===== src/pbs_pkg.sv =====
// constants and types shared by the push button power sequencer
// Behaviour
// - If the kill input is still low when the 512 ms blanking ends, power enable is dropped.
// - After blanking, a qualified low on kill drops enable at once and cancels the kill timer.
// - After a qualified kill drops enable, the button is ignored for 256 ms before a new turn-on debounce; a kill at blanking end skips it.
// - A parameter picks high-true or low-true enable, with identical timing.
// - Turn-off needs the button low for 32 ms plus the configured off extension.
// - The kill timeout is 128 ms plus the configured kill extension, then enable drops.
// - Kill lows shorter than 30 us are ignored, except at blanking end, where any low drops enable.
// - A qualified kill low drops enable about 30 us after its falling edge.
// - Enable rises only after the button is held low 128 ms continuously; release restarts.
// - On enable a 512 ms blanking runs during which kill and the button are not sampled.
// - On turn-off debounce the shutdown request goes low and the kill timer starts.
package pbs_pkg;
    localparam int unsigned CLK_HZ        = 200_000_000;
    localparam int unsigned TICK_US       = 10;
    localparam int unsigned TICK_DIV      = CLK_HZ / 1_000_000 * TICK_US;
    localparam int unsigned KILL_QUAL_US  = 30;
    localparam int unsigned KILL_QUAL_CYC = CLK_HZ / 1_000_000 * KILL_QUAL_US;
    localparam int unsigned ON_DB_MS      = 128;
    localparam int unsigned BLANK_MS      = 512;
    localparam int unsigned OFF_DB_MS     = 32;
    localparam int unsigned KILL_DLY_MS   = 128;
    localparam int unsigned LOCKOUT_MS    = 256;
    localparam int unsigned TICKS_PER_MS  = 1000 / TICK_US;
    localparam int unsigned CNT_W         = 24;
    localparam int unsigned EXT_W         = 16;
    localparam logic [CNT_W-1:0] ON_DB_TICKS   = CNT_W'(ON_DB_MS * TICKS_PER_MS);
    localparam logic [CNT_W-1:0] BLANK_TICKS   = CNT_W'(BLANK_MS * TICKS_PER_MS);
    localparam logic [CNT_W-1:0] OFF_DB_TICKS  = CNT_W'(OFF_DB_MS * TICKS_PER_MS);
    localparam logic [CNT_W-1:0] KILL_TICKS    = CNT_W'(KILL_DLY_MS * TICKS_PER_MS);
    localparam logic [CNT_W-1:0] LOCKOUT_TICKS = CNT_W'(LOCKOUT_MS * TICKS_PER_MS);

    typedef enum logic [2:0] {
        PBS_OFF,
        PBS_ON_DB,
        PBS_BLANK,
        PBS_RUN_REL,
        PBS_RUN,
        PBS_SHUT,
        PBS_LOCK
    } pbs_state_t;

    typedef struct packed {
        logic [EXT_W-1:0] off_ext;
        logic [EXT_W-1:0] kill_ext;
    } pbs_ext_t;
endpackage


===== src/pbs_seq.sv =====
// push button power sequencer: debounce, blanking, kill handshake and lockout
`timescale 1ns/1ps
`default_nettype none
module pbs_seq #(
    parameter bit                           EN_HIGH_TRUE = 1'b1,
    parameter logic [pbs_pkg::CNT_W-1:0]    TICK_DIV     = pbs_pkg::CNT_W'(pbs_pkg::TICK_DIV),
    parameter logic [pbs_pkg::CNT_W-1:0]    KILL_QUAL    = pbs_pkg::CNT_W'(pbs_pkg::KILL_QUAL_CYC)
) (
    input  wire logic                       CLK_IN,                 // 200 MHz clock
    input  wire logic                       RST_IN,                 // sync reset, active high
    input  wire logic                       PUSH_BUTTON_N_IN,       // button pin, low = pressed
    input  wire logic                       POWER_KILL_N_IN,        // host kill pin, low = kill
    input  wire logic [pbs_pkg::EXT_W-1:0]  OFF_DELAY_EXTEND_IN,    // extra off debounce ticks
    input  wire logic [pbs_pkg::EXT_W-1:0]  KILL_DELAY_EXTEND_IN,   // extra kill timeout ticks
    output logic                            POWER_ENABLE_OUT,       // system power enable
    output logic                            SHUTDOWN_REQUEST_N_OUT  // low asks host to shut down
);
    localparam int unsigned N_PINS   = 2;        // button and kill pins
    localparam int unsigned PIN_PB   = 0;
    localparam int unsigned PIN_KILL = 1;
    localparam logic        PIN_IDLE = 1'b1;     // released button, live host

    pbs_pkg::pbs_state_t        state;
    pbs_pkg::pbs_state_t        next_state;
    logic [N_PINS-1:0]          pin_raw;
    wire  [N_PINS-1:0]          pin_sync;
    logic                       pb_low;
    logic                       kill_low;
    logic [pbs_pkg::CNT_W-1:0]  div_cnt;
    logic [pbs_pkg::CNT_W-1:0]  next_div_cnt;
    logic                       div_wrap;
    logic                       tick;
    logic [pbs_pkg::CNT_W-1:0]  kq_cnt;
    logic                       kq_done;
    logic                       kill_q;
    pbs_pkg::pbs_ext_t          ext;
    logic [pbs_pkg::CNT_W-1:0]  off_lim;
    logic [pbs_pkg::CNT_W-1:0]  kill_lim;
    logic [pbs_pkg::CNT_W-1:0]  tmr;
    logic [pbs_pkg::CNT_W-1:0]  next_tmr;
    logic                       tmr_clear;
    logic                       pb_restart;
    logic                       in_run_rel;
    logic                       in_run;
    logic                       on;
    logic                       shut;

    // pins pass two flip-flops; reset to the idle level so no false press follows reset
    assign pin_raw = {POWER_KILL_N_IN, PUSH_BUTTON_N_IN};

    for (genvar p = 0; p < N_PINS; p++) begin : g_sync
        logic meta;
        logic held;

        always_ff @(posedge CLK_IN) begin
            if (RST_IN) begin
                meta <= PIN_IDLE;
                held <= PIN_IDLE;
            end else begin
                meta <= pin_raw[p];
                held <= meta;
            end
        end

        assign pin_sync[p] = held;
    end

    assign pb_low   = ~pin_sync[PIN_PB];
    assign kill_low = ~pin_sync[PIN_KILL];

    // free-running time base
    assign div_wrap     = (div_cnt == TICK_DIV - 1'b1);
    assign next_div_cnt = div_wrap ? '0 : div_cnt + 1'b1;

    always_ff @(posedge CLK_IN) begin
        if (RST_IN) begin
            div_cnt <= '0;
            tick    <= 1'b0;
        end else begin
            div_cnt <= next_div_cnt;
            tick    <= div_wrap;
        end
    end

    // ext inputs are static straps, so they are used without a synchroniser
    assign ext = '{off_ext: OFF_DELAY_EXTEND_IN, kill_ext: KILL_DELAY_EXTEND_IN};

    // kill qualifier: level counted on the fast clock so 30 us is exact, not tick-quantised
    assign kq_done = (kq_cnt == KILL_QUAL - 1'b1);

    always_ff @(posedge CLK_IN) begin
        if (RST_IN) begin
            kq_cnt <= '0;
            kill_q <= 1'b0;
        end else if (!kill_low) begin
            kq_cnt <= '0;
            kill_q <= 1'b0;
        end else if (!kq_done) begin
            kq_cnt <= kq_cnt + 1'b1;
        end else begin
            kill_q <= 1'b1;
        end
    end

    // extensions add on top of the fixed intervals, never replace them
    assign off_lim  = pbs_pkg::OFF_DB_TICKS + pbs_pkg::CNT_W'(ext.off_ext);
    assign kill_lim = pbs_pkg::KILL_TICKS + pbs_pkg::CNT_W'(ext.kill_ext);

    wire tmr_hit_on   = tick && (tmr == pbs_pkg::ON_DB_TICKS - 1'b1);
    wire tmr_hit_bl   = tick && (tmr == pbs_pkg::BLANK_TICKS - 1'b1);
    wire tmr_hit_rel  = tick && (tmr == pbs_pkg::OFF_DB_TICKS - 1'b1);
    wire tmr_hit_off  = tick && (tmr == off_lim - 1'b1);
    wire tmr_hit_kill = tick && (tmr == kill_lim - 1'b1);
    wire tmr_hit_lock = tick && (tmr == pbs_pkg::LOCKOUT_TICKS - 1'b1);

    assign in_run_rel = (state == pbs_pkg::PBS_RUN_REL);
    assign in_run     = (state == pbs_pkg::PBS_RUN);

    // next state decode
    always_comb begin
        next_state = state;
        unique case (state)
            pbs_pkg::PBS_OFF: begin
                if (pb_low) begin
                    next_state = pbs_pkg::PBS_ON_DB;
                end
            end
            pbs_pkg::PBS_ON_DB: begin
                if (!pb_low) begin
                    next_state = pbs_pkg::PBS_OFF;
                end else if (tmr_hit_on) begin
                    next_state = pbs_pkg::PBS_BLANK;
                end
            end
            // blanking: neither pin is acted on until the timer ends
            pbs_pkg::PBS_BLANK: begin
                if (tmr_hit_bl && kill_low) begin
                    next_state = pbs_pkg::PBS_OFF;
                end else if (tmr_hit_bl) begin
                    next_state = pbs_pkg::PBS_RUN_REL;
                end
            end
            pbs_pkg::PBS_RUN_REL: begin
                if (kill_q) begin
                    next_state = pbs_pkg::PBS_LOCK;
                end else if (tmr_hit_rel) begin
                    next_state = pbs_pkg::PBS_RUN;
                end
            end
            pbs_pkg::PBS_RUN: begin
                if (kill_q) begin
                    next_state = pbs_pkg::PBS_LOCK;
                end else if (tmr_hit_off) begin
                    next_state = pbs_pkg::PBS_SHUT;
                end
            end
            // a qualified kill wins over a timeout landing in the same cycle
            pbs_pkg::PBS_SHUT: begin
                if (kill_q) begin
                    next_state = pbs_pkg::PBS_LOCK;
                end else if (tmr_hit_kill) begin
                    next_state = pbs_pkg::PBS_LOCK;
                end
            end
            pbs_pkg::PBS_LOCK: begin
                if (tmr_hit_lock) begin
                    next_state = pbs_pkg::PBS_OFF;
                end
            end
            default: begin
                next_state = pbs_pkg::PBS_OFF;
            end
        endcase
    end

    // timer restarts on every state change; in PBS_RUN_REL also on a press, in PBS_RUN also on release,
    // so a bouncing button never accumulates time across bounces
    assign pb_restart = (in_run_rel && pb_low) ||
                        (in_run && !pb_low);
    assign tmr_clear  = (next_state != state) || pb_restart;

    always_comb begin
        next_tmr = tmr;
        if (tmr_clear) begin
            next_tmr = '0;
        end else if (tick) begin
            next_tmr = tmr + 1'b1;
        end
    end

    always_ff @(posedge CLK_IN) begin
        if (RST_IN) begin
            state <= pbs_pkg::PBS_OFF;
            tmr   <= '0;
        end else begin
            state <= next_state;
            tmr   <= next_tmr;
        end
    end

    // shutdown after a button turn-off also goes through the 256 ms lockout, a safe superset
    assign on   = (next_state == pbs_pkg::PBS_BLANK) ||
                  (next_state == pbs_pkg::PBS_RUN_REL) ||
                  (next_state == pbs_pkg::PBS_RUN) ||
                  (next_state == pbs_pkg::PBS_SHUT);
    assign shut = (next_state == pbs_pkg::PBS_SHUT);

    // outputs are registered from the next state so the pins never show a decode glitch
    always_ff @(posedge CLK_IN) begin
        if (RST_IN) begin
            POWER_ENABLE_OUT       <= ~EN_HIGH_TRUE;
            SHUTDOWN_REQUEST_N_OUT <= 1'b1;
        end else begin
            POWER_ENABLE_OUT       <= on ~^ EN_HIGH_TRUE;
            SHUTDOWN_REQUEST_N_OUT <= ~shut;
        end
    end
endmodule // pbs_seq
`default_nettype wire


===== config.mk =====
export PLATFORM = sky130hd
export DESIGN_NAME = pbs_seq
export DESIGN_NICKNAME = d
export VERILOG_FILES = /design/src/pbs_pkg.sv /design/src/pbs_seq.sv
export SDC_FILE = /design/constraint.sdc
export NUM_CORES = 1
export LEC_CHECK = 0
export BUFFER_PORTS_ARGS = -buffer_cell sky130_fd_sc_hd__buf_2
export CORE_MARGIN = 1.5
export CORE_UTILIZATION = 65
export CTS_CLUSTER_SIZE = 8
export DETAILED_ROUTE_END_ITERATION = 16
export PLACE_DENSITY = 0.85
export SLEW_MARGIN = 20
export SYNTH_ARGS = -nofsm -noshare
export SYNTH_HDL_FRONTEND = slang
export SYNTH_SLANG_ARGS = --single-unit

===== constraint.sdc =====
create_clock -name CLK_IN -period 5.15 [get_ports CLK_IN]
set_input_delay 1.03 -clock CLK_IN [delete_from_list [all_inputs] [get_ports CLK_IN]]
set_output_delay 1.03 -clock CLK_IN [all_outputs]
set_load 0.05 [all_outputs]

== Yosys cells after proc, flatten, opt, wreduce, memory -nomap -nowiden ==
Cells that the tools add are included.
Widths: inputs -> output; s select.

* Add/sub/neg operators: 7
* Eq/ne operators: 19
* Multiplexer cells: 13
* Bitwise gates (word level): 3
* Reduce and logical (&&, ||, !) cells: 18

{| class="wikitable"
|+ Operators by type and width
! kind !! count
|-
| $add 24x1->24 const B || 3
|-
| $eq 24x24->1 || 2
|-
| $mux 3 || 12
|-
| $sub 17x1->18 const B || 2
|-
| $eq 24x11->1 const B || 1
|-
| $eq 24x12->1 const B || 1
|-
| $eq 24x13->1 const B || 1
|-
| $eq 24x14->1 const B || 1
|-
| $eq 24x15->1 const B || 1
|-
| $eq 24x16->1 const B || 1
|-
| $pmux 3 s7 || 1
|-
| $add 12x16->17 const A || 1
|-
| $add 14x16->17 const A || 1
|-
| $eq 3x3->1 const B || 5
|-
| $eq 3x2->1 const B || 4
|-
| $logic_and 1x1->1 || 9
|-
| $reduce_or 2->1 || 3
|-
| $logic_or 1x1->1 || 5
|-
| $eq 3x1->1 const B || 1
|-
| $logic_not 3->1 || 1
|-
| $ne 3x3->1 || 1
|-
| $not 1->1 || 3
|}

* Bits in registers: 83
* Input bits: 36
* Output and inout port bits: 2

== Depth between registers and ports, before layout ==
* Depth in word-level cells: 11
* Depth in mapped cells: 11
* Depth with buffers taken out: 10

== Least setup slack after synthesis ==
No wires, ideal clock.

* Path type: in2reg
* Start: input KILL_DELAY_EXTEND_IN[0] (netlist bit)
* End: register tmr[9] (netlist bit)
* Setup time: 115 ps
* Arrival time: 3173 ps
* Required time: 5035 ps
* Path slack: 1862 ps
* Stages: 10
* Cell sequence: inv_1 > ha_1 > or4b_2 > o311ai_0 > o2111ai_1 > nor4_2 > a31oi_2 > nand4_4 > buf_6 > nor2_2

* Longest elaborated chain between the ends: 10

{| class="wikitable"
|+ RTL lines
! item !! RTL line !! text
|-
| from (decl) || pbs_seq.sv:14 || <nowiki>input wire logic [pbs_pkg::EXT_W-1:0] KILL_DELAY_EXTEND_IN,</nowiki>
|-
| $add 14x16->17 || pbs_seq.sv:107 || <nowiki>assign kill_lim = pbs_pkg::KILL_TICKS + pbs_pkg::CNT_W'(ext.kill_ext);</nowiki>
|-
| $sub 17x1->18 || pbs_seq.sv:113 || <nowiki>wire tmr_hit_kill = tick && (tmr == kill_lim - 1'b1);</nowiki>
|-
| $eq 24x24->1 || pbs_seq.sv:113 ||
|-
| $logic_and 1x1->1 || pbs_seq.sv:113 ||
|-
| $mux 3 || pbs_seq.sv:161 || <nowiki>end else if (tmr_hit_kill) begin</nowiki>
|-
| $mux 3 || pbs_seq.sv:159 || <nowiki>if (kill_q) begin</nowiki>
|-
| $pmux 3 s7 || pbs_seq.sv:122 || <nowiki>unique case (state)</nowiki>
|-
| $ne 3x3->1 || pbs_seq.sv:180 || <nowiki>assign tmr_clear = (next_state != state) || pb_restart;</nowiki>
|-
| $logic_or 1x1->1 || pbs_seq.sv:180 ||
|-
| $reduce_or 2->1 (no line) || - ||
|-
| to (signal assigned) || pbs_seq.sv:197 || <nowiki>tmr <= next_tmr;</nowiki>
|-
| to (decl) || pbs_seq.sv:39 || <nowiki>logic [pbs_pkg::CNT_W-1:0] tmr;</nowiki>
|}

Every way passes these cells.
A chain may end at the register's enable or synchronous reset.

== Final worst setup path ==
* Start: input OFF_DELAY_EXTEND_IN[0] (netlist bit)
* End: register SHUTDOWN_REQUEST_N_OUT

* Longest elaborated chain between the ends: 9

{| class="wikitable"
|+ RTL lines
! item !! RTL line !! text
|-
| from (decl) || pbs_seq.sv:13 || <nowiki>input wire logic [pbs_pkg::EXT_W-1:0] OFF_DELAY_EXTEND_IN,</nowiki>
|-
| $add 12x16->17 || pbs_seq.sv:106 || <nowiki>assign off_lim = pbs_pkg::OFF_DB_TICKS + pbs_pkg::CNT_W'(ext.off_ext);</nowiki>
|-
| $sub 17x1->18 || pbs_seq.sv:112 || <nowiki>wire tmr_hit_off = tick && (tmr == off_lim - 1'b1);</nowiki>
|-
| $eq 24x24->1 || pbs_seq.sv:112 ||
|-
| $logic_and 1x1->1 || pbs_seq.sv:112 ||
|-
| $mux 3 || pbs_seq.sv:153 || <nowiki>end else if (tmr_hit_off) begin</nowiki>
|-
| $mux 3 || pbs_seq.sv:151 || <nowiki>if (kill_q) begin</nowiki>
|-
| $pmux 3 s7 || pbs_seq.sv:122 ||
|-
| $eq 3x3->1 || pbs_seq.sv:206 || <nowiki>assign shut = (next_state == pbs_pkg::PBS_SHUT);</nowiki>
|-
| $not 1->1 || pbs_seq.sv:215 || <nowiki>SHUTDOWN_REQUEST_N_OUT <= ~shut;</nowiki>
|-
| to (signal assigned) || pbs_seq.sv:215 ||
|-
| to (decl) || pbs_seq.sv:16 || <nowiki>output logic SHUTDOWN_REQUEST_N_OUT</nowiki>
|}

Every way passes these cells.

==> impl_results.md <==
- Clock Latency Late Sink: between 0.3 and 0.4 ns
- Post-synth ARST share: 0
- Cells after Synth: between 600 and 700
- Leak: 1.96 nW
- Slew @ Worst Pin: ~0.94 ns
- First-pass GRT wire length: around 20,000 µm
- Clock Root Buffer: clkbuf_8
- Synth Net Count: 682
- DP HPWL: 8480 µm
- Final Wtd Congestion: roughly 1
- Final Setup Violations: 0
- Netlist Area Pre-Place: just over 5000 µm²
- Fin Setup TNS: 0 ns
- VDD IR max: between 200 and 250 µV
- Reg clk slew, reported paths: ~0.080 ns
- PwrDens: between 200 and 250 nW/µm²
- Dpl cell area: 5300 µm²
- Total number of vias: around 4,700
- Hold path cells: 1
- Cts bufs inserted: 9
- Postcts setup bufs: 0
- Post-Synth XOR/XNOR Area: 0.170
- RSZ-0062 raised after global routing: false
- WL final: ~12,000 µm
- Layout overhead on the synthesized area: 7.35%
- Hold buffers post-CTS: 0
- Hold Crit Class: reg2reg
- Max Clk Rate: between 0.2 and 0.3 GHz
- CP Launch Type: primary input
- WHS Endpoint: g_sync[0].held
- Clk buf depth: 2
- Pin count of the biggest net entering global routing: 26
- Most common cell after layout, fill and taps aside: nor2_1
- Net count, final: ~700
- Rel. slew slack: 0.368
- Hold Fails Final Rpt: 0
- Clock sinks: 83
- CP max stage delay: around 0.5 ns
- Residual DRC count: 0
- Synth Area in Adders: 0.0123
- Die area: between 8000 and 9000 µm²
- Crit path kind: in2reg
- Synthesized flop and latch total: between 80 and 90
- Most frequent cells in the layout: nor2_1, dfxtp_1, xor2_1
- Ports: 38
- DR WL/cell: roughly 15 µm
- Final Cycle Share: 0.680
- Ys Warns: 0
- Main combinational cell family by area after synthesis: simple AND/OR/NAND/NOR gates
- Synth Area per Inst: ~8.0 µm²
- Initial DRC Count: 333
- Yosys cell types: 60
- Synth Area in Compound Gates: 0.109
- Delay-heaviest family, CP: simple AND/OR/NAND/NOR gates
- TritonRoute pass-1 iters: 6
- Layout cells sized above 1: 0.123
- Finished Layout Cells: 769
- Die width: 91.6 µm
- Final Skew: 0.0134 ns
- Initial antenna violation count: 0
- Initial Util: 0.668
- Worst EP required: 5.40 ns
- DRT antenna net count: 0
- H-tree Lvls: 3
- GRT Util Overall: 0.293
- FF-to-FF End: SHUTDOWN_REQUEST_N_OUT
- Via-to-Cell Ratio: between 6 and 7
- Mux share of post-synthesis cell area: 0.00809
- R2R Setup Slk: roughly 1.9 ns
- Port Buffer Count: 37
- Status: finished, final reports clean
- Placed Instances: 753
- Hold Startpoint: g_sync[0].meta
- Period minus WS final: approximately 3.5 ns
- # rows: 32
- Post-CTS sizing: 0
- CP endpoint kind: flip-flop
- Critical path cell sequence: buf_2 -> inv_1 -> ha_1 -> nor3b_1 -> a21boi_0 -> nor4_1 -> nor2_1 -> nor3_1 -> nand4_1 -> and3_1 -> or3_1
- Post-synthesis simple-gate area fraction: 0.340
- Vias in the first global route: 4,512
- CTS tree: built
- Max-cap violations: 0
- Slowest CP cell: nor3b_1
- N_diodes: 0
- Main synth FF type: dfxtp_1
- CP arrival: 3.75 ns
- R2r worst-path depth: 8
- RR Startpoint: tmr[19]
- Critical path peak fanout: 6
- Design Area, Final: ~5500 µm²
- Total grt overflow: 0
- Core box area: roughly 7600 µm²
- Die Ht: a little over 90 µm
- Number of enable flip-flop cells after synthesis: 0
- Final slew viol count: 0
- Seq/Total Area, Yosys: 0.325
- Worst Path Buf+Inv: 2
-- state kept, by name, indices dropped and copies added (netlist names), 2 cells and up --
register and cells:
div_cnt 24, kq_cnt 24, tmr 24, state 3, g_sync.held 2, g_sync.meta 2
-- worst reg2reg max path: cells and delay by family, from the launching register on --
family	cells	cell delay, ns
AO/OA/AOI/OAI	1	0.17
flip-flops	1	0.37
AND/OR/NAND/NOR	7	2.58
-- routing by layer --
layer | part of all wire | track usage
met5 | 0 | 0
met4 | 0.031 | 0.128
met3 | 0.051 | 0.0373
met2 | 0.49 | 0.523
met1 | 0.43 | 0.351
-- cells in the mapped netlist, types with 2 or more instances --
cell type	count	share of area
buf_6	2	0.0044
or2_2	7	0.0086
o31ai_1	2	0.0029
o211ai_1	2	0.0029
nand2_1	49	0.036
o211a_1	3	0.0059
nor2_2	11	0.013
nand2b_1	9	0.011
and3_1	17	0.021
o31a_1	2	0.0034
nor3b_1	5	0.0074
a221oi_1	2	0.0034
inv_1	17	0.012
and2_1	6	0.0074
mux2i_1	3	0.0059
nand4_1	22	0.027
o2111ai_1	2	0.0034
and4_1	5	0.0086
xor2_1	60	0.10
clkbuf_1	24	0.018
nor3_1	18	0.018
a311oi_1	2	0.0034
nand3_1	28	0.027
or4_1	5	0.0074
o311ai_0	2	0.0034
or4b_2	3	0.0059
a211o_1	2	0.0034
nor4_1	11	0.013
ha_1	5	0.012
and3b_1	2	0.0034
o21ai_0	21	0.021
nand3b_1	2	0.0029
a31oi_1	7	0.0086
dfxtp_1	83	0.33
nor2_1	86	0.063
xnor2_1	39	0.067
nand4b_1	4	0.0069
o311a_1	3	0.0059
a21oi_1	21	0.021
or3_1	16	0.020
nor2b_1	10	0.012
a211oi_1	2	0.0029
or4_4	2	0.0044
-- final cells by class --
type / instances / area (µm²)
fill: 625 / 2170
timing repair buffer: 37 / 185
clock buffer: 12 / 155
inverter: 17 / 63.8
multi-input combinational: 514 / 3260
clock inverter: 4 / 25.0
sequential: 83 / 1660
tap: 102 / 128
-- power by group --
part	switching, mW	internal (mW)
Sequential	0.00237	0.645
Combinational	0.0648	0.0436
Clock	0.239	0.200
-- through the flow --
stage	utilization	hold slack (ns)	setup WS [ns]	power [mW]
2_1_floorplan	-	0.389	1.86	0.732
3_3_place_gp	0.693	0.397	1.41	0.764
3_5_place_dp	0.693	0.394	1.31	0.769
4_1_cts	0.717	0.412	1.70	1.19
5_1_grt	0.717	0.450	1.46	1.23
6_report	0.717	0.412	1.65	1.19
-- cells by family after synthesis --
family                   Yosys count
AND/OR/NAND/NOR                  324
multiplexers                       4
AO/OA/AOI/OAI                     82
adder cells (fa/ha/maj)            5
XOR/XNOR                          99
flip-flops                        83
buffers and inverters             44
-- worst max-delay path by stage --
stage | startpoint | end | slack, ns | cells past startpoint
6_report | OFF_DELAY_EXTEND_IN[0] | SHUTDOWN_REQUEST_N_OUT | 1.65 | 11
2_1_floorplan | KILL_DELAY_EXTEND_IN[0] | tmr[9] | 1.86 | 10
4_1_cts | KILL_DELAY_EXTEND_IN[0] | tmr[19] | 1.70 | 10
3_3_place_gp | KILL_DELAY_EXTEND_IN[0] | tmr[15] | 1.41 | 10
3_5_place_dp | KILL_DELAY_EXTEND_IN[0] | tmr[19] | 1.31 | 10
5_1_grt | KILL_DELAY_EXTEND_IN[5] | tmr[19] | 1.46 | 9
(Power assumes the default switching activity.)
